===== src/shared/dic_regs.svh =====
`ifndef DIC_REGS_SVH
`define DIC_REGS_SVH

// Channel counts and widths
`define DIC_N_IN        8
`define DIC_N_OUT       5
`define DIC_AW          8
`define DIC_DW          32
`define DIC_DLY_W       21
`define DIC_SRC_W       3

// Timing in its own units
`define DIC_CLK_HZ      20000000
`define DIC_MS_PER_S    1000
`define DIC_SCAN_MS     5
`define DIC_AC_HOLD_MS  30

// Register offsets (word index on the plain port)
`define DIC_A_IN_POL    8'h00
`define DIC_A_IN_AC     8'h01
`define DIC_A_IN_STATE  8'h02
`define DIC_A_LOGIC     8'h03
`define DIC_A_OUT_POL   8'h04
`define DIC_A_OUT_SW    8'h05
`define DIC_A_OUT_STATE 8'h06
`define DIC_A_ACT_BASE  8'h08
`define DIC_A_DROP_BASE 8'h10
`define DIC_A_SRC_BASE  8'h18

// Field positions of an output source register
`define DIC_SRC_EN_BIT  4

// Reset values
`define DIC_RST_POL     1'b0
`define DIC_RST_AC      1'b0
`define DIC_RST_DLY     21'h0

`endif


===== src/shared/dic_pkg.sv =====
package dic_pkg;

	// Per input channel settings
	typedef struct packed {
		logic        pol;
		logic        ac;
		logic [20:0] act;
		logic [20:0] drop;
	} dic_in_cfg_t;

	// Per relay channel source selection
	typedef struct packed {
		logic       route_en;
		logic [2:0] idx;
	} dic_out_src_t;

	// Input channel timing states, one-hot
	typedef enum logic [1:0] {
		DIC_ST_STABLE = 2'b01,
		DIC_ST_TIMING = 2'b10
	} dic_state_t;

endpackage


===== src/hw/dic_core.sv =====
`timescale 1ns/1ps
`include "dic_regs.svh"

// How it works
// - Inputs sampled once every 5 ms scan
// - Per-input polarity, normally open by default
// - Programmable 0-to-1 delay in milliseconds
// - Programmable 1-to-0 delay in milliseconds
// - AC option adds fixed 30 ms release
// - Internal logic sees inputs one scan later
// - Routed relay follows one further scan later
// - Per-relay normally open or closed polarity
// - Full reset opens every relay contact
// - Communication and protection resets keep relays
// - Relay commands update once per scan
module dic_core #(
	parameter int unsigned MS_CYCLES = `DIC_CLK_HZ / `DIC_MS_PER_S
) (
	input  wire logic                  SYS_CLK,
	input  wire logic                  RST_B,
	input  wire logic                  COMM_RST,
	input  wire logic                  PROT_RST,
	input  wire logic [`DIC_N_IN-1:0]  FIELD_IN,
	input  wire logic [`DIC_AW-1:0]    REG_ADDR,
	input  wire logic [`DIC_DW-1:0]    REG_WDATA,
	input  wire logic                  REG_WR,
	input  wire logic                  REG_RD,
	output logic      [`DIC_DW-1:0]    REG_RDATA,
	output logic      [`DIC_N_IN-1:0]  IN_STATE,
	output logic      [`DIC_N_IN-1:0]  LOGIC_STATE,
	output logic      [`DIC_N_OUT-1:0] RELAY_DRIVE,
	output logic                       SCAN_TICK
);

	// True when the address falls inside a block of per-channel registers
	function automatic logic in_block(
		input logic [`DIC_AW-1:0] a,
		input logic [`DIC_AW-1:0] base,
		input logic [`DIC_AW-1:0] n
	);
		return (a >= base) && (a < 8'(base + n));
	endfunction

	// Channel index within a block of per-channel registers
	function automatic logic [`DIC_SRC_W-1:0] blk_idx(
		input logic [`DIC_AW-1:0] a,
		input logic [`DIC_AW-1:0] base
	);
		logic [`DIC_AW-1:0] d;
		d = a - base;
		return d[`DIC_SRC_W-1:0];
	endfunction

	// Widen a narrow field into a read word, upper bits zero
	function automatic logic [`DIC_DW-1:0] rd_word(
		input logic [`DIC_DLY_W-1:0] v
	);
		return {{(`DIC_DW-`DIC_DLY_W){1'b0}}, v};
	endfunction

	localparam logic [`DIC_AW-1:0] N_IN_A  = 8'(`DIC_N_IN);
	localparam logic [`DIC_AW-1:0] N_OUT_A = 8'(`DIC_N_OUT);

	logic                          ms_tick;
	logic                          scan_tick;
	logic                          soft_clr;
	logic [`DIC_N_IN-1:0]          sync1;
	logic [`DIC_N_IN-1:0]          sync2;
	logic [`DIC_N_IN-1:0]          sync3;
	logic [`DIC_N_IN-1:0]          field_lvl;
	logic [`DIC_N_IN-1:0]          in_pol;
	logic [`DIC_N_IN-1:0]          in_ac;
	logic [`DIC_DLY_W-1:0]         act_dly  [`DIC_N_IN];
	logic [`DIC_DLY_W-1:0]         drop_dly [`DIC_N_IN];
	dic_pkg::dic_in_cfg_t          in_cfg   [`DIC_N_IN];
	logic [`DIC_N_OUT-1:0]         out_pol;
	logic [`DIC_N_OUT-1:0]         out_sw;
	dic_pkg::dic_out_src_t         out_src  [`DIC_N_OUT];
	logic [`DIC_N_OUT-1:0]         next_relay_cmd;
	logic [`DIC_DW-1:0]            next_rdata;

	// Common time base for scans and millisecond delays
	dic_scan_timer #(
		.MS_CYCLES (MS_CYCLES)
	) u_timer (
		.clk       (SYS_CLK),
		.rst_b     (RST_B),
		.ms_tick   (ms_tick),
		.scan_tick (scan_tick)
	);

	assign SCAN_TICK = scan_tick;

	// Communication and protection resets only drop pending input timing
	assign soft_clr = COMM_RST | PROT_RST;

	// Field pins cross in through three stages; first stage feeds only the second
	always_ff @(posedge SYS_CLK or negedge RST_B) begin
		if (!RST_B) begin
			sync1 <= '0;
			sync2 <= '0;
			sync3 <= '0;
		end else begin
			sync1 <= FIELD_IN;
			sync2 <= sync1;
			sync3 <= sync2;
		end
	end

	// A pin change is accepted once the second and third stages agree
	always_ff @(posedge SYS_CLK or negedge RST_B) begin
		if (!RST_B) begin
			field_lvl <= '0;
		end else begin
			for (int i = 0; i < `DIC_N_IN; i++) begin
				if (sync2[i] == sync3[i])
					field_lvl[i] <= sync3[i];
			end
		end
	end

	// Input polarity and AC option registers
	always_ff @(posedge SYS_CLK or negedge RST_B) begin
		if (!RST_B) begin
			in_pol <= {`DIC_N_IN{`DIC_RST_POL}};
			in_ac  <= {`DIC_N_IN{`DIC_RST_AC}};
		end else if (REG_WR) begin
			if (REG_ADDR == `DIC_A_IN_POL)
				in_pol <= REG_WDATA[`DIC_N_IN-1:0];
			if (REG_ADDR == `DIC_A_IN_AC)
				in_ac <= REG_WDATA[`DIC_N_IN-1:0];
		end
	end

	// Activation and drop-off delays, one millisecond per count
	always_ff @(posedge SYS_CLK or negedge RST_B) begin
		if (!RST_B) begin
			for (int i = 0; i < `DIC_N_IN; i++) begin
				act_dly[i]  <= `DIC_RST_DLY;
				drop_dly[i] <= `DIC_RST_DLY;
			end
		end else if (REG_WR) begin
			if (in_block(REG_ADDR, `DIC_A_ACT_BASE, N_IN_A))
				act_dly[blk_idx(REG_ADDR, `DIC_A_ACT_BASE)] <=
					REG_WDATA[`DIC_DLY_W-1:0];
			if (in_block(REG_ADDR, `DIC_A_DROP_BASE, N_IN_A))
				drop_dly[blk_idx(REG_ADDR, `DIC_A_DROP_BASE)] <=
					REG_WDATA[`DIC_DLY_W-1:0];
		end
	end

	// Relay polarity, software command and source selection
	always_ff @(posedge SYS_CLK or negedge RST_B) begin
		if (!RST_B) begin
			out_pol <= {`DIC_N_OUT{`DIC_RST_POL}};
			out_sw  <= '0;
			for (int o = 0; o < `DIC_N_OUT; o++)
				out_src[o] <= '0;
		end else if (REG_WR) begin
			if (REG_ADDR == `DIC_A_OUT_POL)
				out_pol <= REG_WDATA[`DIC_N_OUT-1:0];
			if (REG_ADDR == `DIC_A_OUT_SW)
				out_sw <= REG_WDATA[`DIC_N_OUT-1:0];
			if (in_block(REG_ADDR, `DIC_A_SRC_BASE, N_OUT_A)) begin
				out_src[blk_idx(REG_ADDR, `DIC_A_SRC_BASE)].route_en <=
					REG_WDATA[`DIC_SRC_EN_BIT];
				out_src[blk_idx(REG_ADDR, `DIC_A_SRC_BASE)].idx <=
					REG_WDATA[`DIC_SRC_W-1:0];
			end
		end
	end

	// One conditioner per input channel
	for (genvar g = 0; g < `DIC_N_IN; g++) begin : g_in
		assign in_cfg[g] = '{
			pol:  in_pol[g],
			ac:   in_ac[g],
			act:  act_dly[g],
			drop: drop_dly[g]
		};

		dic_input_chan u_chan (
			.clk       (SYS_CLK),
			.rst_b     (RST_B),
			.clr       (soft_clr),
			.ms_tick   (ms_tick),
			.scan_tick (scan_tick),
			.energised (field_lvl[g]),
			.cfg       (in_cfg[g]),
			.state     (IN_STATE[g])
		);
	end

	// Internal logic takes its copy one scan behind the input state
	always_ff @(posedge SYS_CLK or negedge RST_B) begin
		if (!RST_B)
			LOGIC_STATE <= '0;
		else if (scan_tick)
			LOGIC_STATE <= IN_STATE;
	end

	// Active command per relay: a routed input or the software bit
	always_comb begin
		for (int o = 0; o < `DIC_N_OUT; o++) begin
			if (out_src[o].route_en)
				next_relay_cmd[o] = LOGIC_STATE[out_src[o].idx];
			else
				next_relay_cmd[o] = out_sw[o];
		end
	end

	// Coil drive takes the command straight from the logic copy, so a routed
	// input costs one scan here and no more; a second command stage would
	// push field-to-coil past three scans. Only the hard reset clears it, so
	// soft resets never open a closed contact, and a hard reset always opens
	always_ff @(posedge SYS_CLK or negedge RST_B) begin
		if (!RST_B)
			RELAY_DRIVE <= '0;
		else if (scan_tick)
			RELAY_DRIVE <= next_relay_cmd ^ out_pol;
	end

	// Read mux; unmapped offsets read as zero
	always_comb begin
		next_rdata = '0;
		if (REG_ADDR == `DIC_A_IN_POL)
			next_rdata[`DIC_N_IN-1:0] = in_pol;
		else if (REG_ADDR == `DIC_A_IN_AC)
			next_rdata[`DIC_N_IN-1:0] = in_ac;
		else if (REG_ADDR == `DIC_A_IN_STATE)
			next_rdata[`DIC_N_IN-1:0] = IN_STATE;
		else if (REG_ADDR == `DIC_A_LOGIC)
			next_rdata[`DIC_N_IN-1:0] = LOGIC_STATE;
		else if (REG_ADDR == `DIC_A_OUT_POL)
			next_rdata[`DIC_N_OUT-1:0] = out_pol;
		else if (REG_ADDR == `DIC_A_OUT_SW)
			next_rdata[`DIC_N_OUT-1:0] = out_sw;
		else if (REG_ADDR == `DIC_A_OUT_STATE)
			next_rdata[`DIC_N_OUT-1:0] = RELAY_DRIVE;
		else if (in_block(REG_ADDR, `DIC_A_ACT_BASE, N_IN_A))
			next_rdata = rd_word(act_dly[blk_idx(REG_ADDR, `DIC_A_ACT_BASE)]);
		else if (in_block(REG_ADDR, `DIC_A_DROP_BASE, N_IN_A))
			next_rdata = rd_word(drop_dly[blk_idx(REG_ADDR, `DIC_A_DROP_BASE)]);
		else if (in_block(REG_ADDR, `DIC_A_SRC_BASE, N_OUT_A)) begin
			next_rdata[`DIC_SRC_EN_BIT] =
				out_src[blk_idx(REG_ADDR, `DIC_A_SRC_BASE)].route_en;
			next_rdata[`DIC_SRC_W-1:0] =
				out_src[blk_idx(REG_ADDR, `DIC_A_SRC_BASE)].idx;
		end
	end

	// Read data stands only in the cycle after the strobe
	always_ff @(posedge SYS_CLK or negedge RST_B) begin
		if (!RST_B)
			REG_RDATA <= '0;
		else if (REG_RD)
			REG_RDATA <= next_rdata;
		else
			REG_RDATA <= '0;
	end

endmodule


===== src/hw/dic_input_chan.sv =====
`timescale 1ns/1ps
`include "dic_regs.svh"

module dic_input_chan (
	input  wire logic                clk,
	input  wire logic                rst_b,
	input  wire logic                clr,
	input  wire logic                ms_tick,
	input  wire logic                scan_tick,
	input  wire logic                energised,
	input  dic_pkg::dic_in_cfg_t     cfg,
	output logic                     state
);

	dic_pkg::dic_state_t st;
	logic [20:0]         elapsed;
	logic [20:0]         limit;
	logic                target;

	// Polarity turns the energised level into the logical level
	assign target = energised ^ cfg.pol;

	// Rising uses the activation delay, falling the drop-off delay plus the AC hold when AC is set
	always_comb begin
		if (!state)
			limit = cfg.act;
		else if (cfg.ac)
			limit = cfg.drop + 21'(`DIC_AC_HOLD_MS);
		else
			limit = cfg.drop;
	end

	// Timer runs only while the level differs; a return cancels it
	always_ff @(posedge clk or negedge rst_b) begin
		if (!rst_b) begin
			st      <= dic_pkg::DIC_ST_STABLE;
			elapsed <= `DIC_RST_DLY;
		end else if (clr || target == state) begin
			st      <= dic_pkg::DIC_ST_STABLE;
			elapsed <= `DIC_RST_DLY;
		end else begin
			case (st)
				dic_pkg::DIC_ST_STABLE: begin
					st <= dic_pkg::DIC_ST_TIMING;
				end
				dic_pkg::DIC_ST_TIMING: begin
					// Saturate so a long wait never wraps back to zero
					if (ms_tick && elapsed != {`DIC_DLY_W{1'b1}})
						elapsed <= elapsed + 21'h1;
				end
				default: begin
					st <= dic_pkg::DIC_ST_STABLE;
				end
			endcase
		end
	end

	// State only moves on a scan, once the delay has run out
	always_ff @(posedge clk or negedge rst_b) begin
		if (!rst_b)
			state <= 1'b0;
		else if (scan_tick && target != state && elapsed >= limit)
			state <= target;
	end

endmodule


===== src/hw/dic_scan_timer.sv =====
`timescale 1ns/1ps
`include "dic_regs.svh"

module dic_scan_timer #(
	parameter int unsigned MS_CYCLES = `DIC_CLK_HZ / `DIC_MS_PER_S
) (
	input  wire logic clk,
	input  wire logic rst_b,
	output logic      ms_tick,
	output logic      scan_tick
);

	logic [23:0] cyc;
	logic [2:0]  ms_cnt;

	// Millisecond divider; ms_tick is a one-cycle enable
	always_ff @(posedge clk or negedge rst_b) begin
		if (!rst_b) begin
			cyc     <= 24'h0;
			ms_tick <= 1'b0;
		end else if (cyc == 24'(MS_CYCLES - 1)) begin
			cyc     <= 24'h0;
			ms_tick <= 1'b1;
		end else begin
			cyc     <= cyc + 24'h1;
			ms_tick <= 1'b0;
		end
	end

	// Scan divider counts whole milliseconds so scan and delays stay in step
	always_ff @(posedge clk or negedge rst_b) begin
		if (!rst_b) begin
			ms_cnt    <= 3'h0;
			scan_tick <= 1'b0;
		end else if (ms_tick && ms_cnt == 3'(`DIC_SCAN_MS - 1)) begin
			ms_cnt    <= 3'h0;
			scan_tick <= 1'b1;
		end else begin
			if (ms_tick)
				ms_cnt <= ms_cnt + 3'h1;
			scan_tick <= 1'b0;
		end
	end

endmodule


===== config.mk =====
export PLATFORM = sky130hd
export DESIGN_NAME = dic_core
export DESIGN_NICKNAME = d
export VERILOG_FILES = /design/src/shared/dic_pkg.sv /design/src/hw/dic_core.sv /design/src/hw/dic_input_chan.sv /design/src/hw/dic_scan_timer.sv
export VERILOG_INCLUDE_DIRS = /design/src /design/src/shared
export SDC_FILE = /design/constraint.sdc
export NUM_CORES = 2
export LEC_CHECK = 0
export ABC_AREA = 1
export BUFFER_PORTS_ARGS = -buffer_cell sky130_fd_sc_hd__buf_2
export CAP_MARGIN = 5
export CORE_ASPECT_RATIO = 0.5
export CORE_MARGIN = 10
export CORE_UTILIZATION = 43
export CTS_BUF_LIST = sky130_fd_sc_hd__clkbuf_16
export CTS_CLUSTER_SIZE = 20
export DETAILED_ROUTE_END_ITERATION = 8
export GPL_ROUTABILITY_DRIVEN = 0
export PLACE_DENSITY = 0.62
export RECOVER_POWER = 100
export SLEW_MARGIN = 40
export SYNTH_ARGS = -nofsm -noshare
export SYNTH_HDL_FRONTEND = slang
export SYNTH_SLANG_ARGS = --single-unit

===== constraint.sdc =====
create_clock -name SYS_CLK -period 5.4 [get_ports SYS_CLK]
set_input_delay 1.08 -clock SYS_CLK [delete_from_list [all_inputs] [get_ports SYS_CLK]]
set_output_delay 1.08 -clock SYS_CLK [all_outputs]
set_load 0.02 [all_outputs]

==> out/qor.yml <==
pwr:
  power_density_mw_per_mm2: 263
  vdd_ir_drop_max_v: 0.000223
  total_power_w: 0.0114
  switching_share_pct: 28.3
  switchingPower_w: 0.00324
  combPwrFrac_pct: 10.5
  power_report.internal_total_w: 0.00819
  p_leak_nw: 19.2
  clock_power_share_pct: 42.3
  seq_power_share_pct: 47.1
timing:
  setup_repair_after_global_routing_missed_its_margin: "false"
  min_period_ns: 4.71
  finalHoldViolCount: 0
  timing.clock.skew_ns: 0.0352
  maximum_operating_frequency_mhz: 212
  setup_total_negative_slack_ns: 0
  timing.slew.headroom_pct: -79.4
  worstMarginPinSlew_ns: 2.69
  slew_violations: 692
  setup_violations: 0
  min_period_over_period_pct: 87.3
placed_design:
  hpwl_um: 105000
  place.port_buffers: 85
  post_dp_cell_area_mm2: 0.0418
setup_path:
  arrival_ns: 5.25
  cp-end-kind: "flip-flop"
  rrSetupSlack_ns: 1.21
  start_kind: "input pin"
  timing_worst_setup_path_type: "input pin to flip-flop"
  worst-r2r-cell-count: 17
  critPathMaxFanout: 24
  cp_data_required_time_ns: 5.94
clocking:
  clock_latency_ns: 0.67
  cts.reportedPaths.clkPinSlew_ns: 0.06
  tritoncts.num_buffers: 68
  postCtsSetupBuffers: 0
  clock_path_buffers: 3
  cts.htree.levels: 3
  ctsResizeCount: 0
  clock_tree_root: "sky130_fd_sc_hd__clkbuf_16"
  ctsHoldBuffers: 0
  cts_tree: "built"
  numClockSinks: 669
global_route:
  grt.overflow.total: 0
  groute.usage.overall_pct: 25.5
  antenna_found_initial: 8
  first_global_vias: 34800
  grt_pass1_wl_um: 214000
  grt_max_degree: 110
floorplanning:
  std_cell_rows: 79
  die_h_um: 237
  total_die_area_mm2: 0.108
  die_w_um: 454
  initial_utilization_pct: 43.5
  core_region_mm2: 0.0932
  num_io_pins: 108
status:
  run_status: "complete, but fails checks"
  violations: "max-capacitance violations, max-slew violations"
yosys:
  synth-seq-area-share_pct: 41.3
  synth-main-ff-cell: "sky130_fd_sc_hd__dfrtp_1"
  synth.most_common_cell: "sky130_fd_sc_hd__nand2_1"
  netlist_area_before_placement_mm2: 0.0405
  synth_seq_cells: 669
  top_cells_by_count_synth: "sky130_fd_sc_hd__nand2_1 (1101), sky130_fd_sc_hd__dfrtp_1 (661), sky130_fd_sc_hd__o21ai_0 (531)"
  netlist.area_leader.share_pct: 40.8
  async_flop_share_pct: 100
  netlist_top_cells_area: "sky130_fd_sc_hd__dfrtp_1 (41%), sky130_fd_sc_hd__nand2_1 (10%), sky130_fd_sc_hd__o21ai_0 (6.6%)"
  yosys.cell_types.count: 68
  synth_top_cell_by_area: "sky130_fd_sc_hd__dfrtp_1"
  post_synth_inst_count: 5131
  count_of_flip_flops_with_a_built_in_enable_after_synthesis: 0
  average_size_of_a_mapped_cell_um2: 7.90
  synthesis.yosys.warnings: 0
cells_and_area:
  flow.area_growth_from_synthesis_pct: 7.41
  stdcell_area_mm2: 0.0435
  drive_above_1_share_pct: 5.40
  finalCoreUtilization_pct: 46.7
  layout.nets: 5352
drt:
  drt-wirelength-per-cell_um: 22.0
  vias: 37600
  remaining_drc_errors: 0
  first_iter_violations: 4976
  routed_via_density: 5.85
  drt_pre_antenna_iters: 8
  wl_um: 141000
  ant_nets: 0
hold_path:
  hold-path-cell-count: 0
  min-delay-path-class: "flip-flop to flip-flop"
run:
  maxCapViolCount: 13
-- flip-flops by register name (all words and copies together), names as in the netlist, 16 cells and up --
| name | count |
|---|---|
| act_dly | 168 |
| g_in.u_chan.elapsed | 168 |
| out_src | 20 |
| REG_RDATA | 21 |
| g_in.u_chan.st | 16 |
| u_timer.cyc | 24 |
| drop_dly | 168 |
-- power groups by stage --
stage / Clock [W] / Sequential, W / Combinational [W]
floorplan: 0 / 0.00537 / 0.000727
global placement: 0 / 0.00546 / 0.00117
detailed placement: 0 / 0.00546 / 0.00120
CTS: 0.00488 / 0.00537 / 0.00120
global route: 0.00509 / 0.00540 / 0.00132
finish: 0.00484 / 0.00539 / 0.00121
-- final timing paths --
path / start / to
max in group asynchronous: RST_B / drop_dly[23]$_DFFE_PN0P_
hold reg to reg: sync1[2]$_DFF_PN0_ / sync2[2]$_DFF_PN0_
setup / recovery: REG_ADDR[0] / REG_RDATA[3]$_DFF_PN0_
hold / removal: sync1[2]$_DFF_PN0_ / sync2[2]$_DFF_PN0_
setup reg to reg: in_ac[6]$_DFFE_PN0P_ / g_in[6].u_chan.state$_DFFE_PN0P_
min in group asynchronous: RST_B / g_in[2].u_chan.st[1]$_DFFE_PN0P_
-- logic make-up (layout without fill, tap and decap cells) --
logic type	Yosys count	in the layout	share of synthesized area, %
xor+xnor	173	173	3.74
flops	669	669	41.3
buf+inv	733	755	7.63
compound gates	1278	1278	17.3
other cells	1	16	0.00926
fa+ha+maj	195	195	5.97
simple gates	2044	2044	23.1
mux	38	38	0.939
-- area by class of cell --
cell class | instances | area [µm²]
Clock inverter | 53 | 437
Sequential cell | 669 | 16800
Timing Repair Buffer | 132 | 688
Inverter | 501 | 1880
Clock buffer | 69 | 1730
Antenna cell | 5 | 12.5
Fill cell | 9152 | 49700
Multi-Input combinational cell | 3739 | 20500
Tap cell | 1255 | 1570
-- routing by layer --
metal / vias to the layer above / wire, µm / track usage [%]
met5: - / 71 / 0
met4: 10 / 4830 / 7.87
met3: 269 / 16300 / 8.01
met2: 1718 / 59700 / 37.4
met1: 18200 / 60600 / 35.6
li1: 17400 / - / -
-- critical path: stages --
cell,delay (ns)
sky130_fd_sc_hd__clkbuf_1,0.51
sky130_fd_sc_hd__inv_1,0.53
sky130_fd_sc_hd__nand2_1,1.23
sky130_fd_sc_hd__clkbuf_1,0.51
sky130_fd_sc_hd__nor2_1,0.25
sky130_fd_sc_hd__nand2_1,0.33
sky130_fd_sc_hd__inv_1,0.17
sky130_fd_sc_hd__nor2_1,0.21
sky130_fd_sc_hd__o21ai_0,0.12
sky130_fd_sc_hd__nor2_1,0.21
sky130_fd_sc_hd__nor2_1,0.08
-- layout by cell type (no fill, tap or decap), types with 19 or more instances in the layout --
cell	n
sky130_fd_sc_hd__a21oi_1	261
sky130_fd_sc_hd__a31oi_1	19
sky130_fd_sc_hd__buf_2	42
sky130_fd_sc_hd__buf_4	20
sky130_fd_sc_hd__clkbuf_1	62
sky130_fd_sc_hd__clkbuf_16	69
sky130_fd_sc_hd__clkinv_1	19
sky130_fd_sc_hd__dfrtp_1	661
sky130_fd_sc_hd__ha_1	187
sky130_fd_sc_hd__inv_1	480
sky130_fd_sc_hd__inv_2	30
sky130_fd_sc_hd__mux2i_1	38
sky130_fd_sc_hd__nand2_1	1122
sky130_fd_sc_hd__nand3_1	202
sky130_fd_sc_hd__nand4_1	131
sky130_fd_sc_hd__nor2_1	307
sky130_fd_sc_hd__nor3_1	126
sky130_fd_sc_hd__nor4_1	47
sky130_fd_sc_hd__o21ai_0	705
sky130_fd_sc_hd__o21ai_1	43
sky130_fd_sc_hd__o22ai_1	89
sky130_fd_sc_hd__o31ai_1	56
sky130_fd_sc_hd__xnor2_1	44
sky130_fd_sc_hd__xor2_1	126
-- metrics by stage --
| stage | hold WS [ns] | cells | setup WS (ns) |
|---|---|---|---|
| after floorplan | 0.331 | 5141 | 2.43 |
| after global placement | 0.334 | 6296 | 1.46 |
| after detailed placement | 0.339 | 6296 | 1.54 |
| after CTS | 0.345 | 6418 | 1.62 |
| after global routing | 0.347 | 6418 | 0.659 |
| final | 0.340 | 6423 | 0.686 |
No activity file was read; power rests on OpenSTA's default activity.
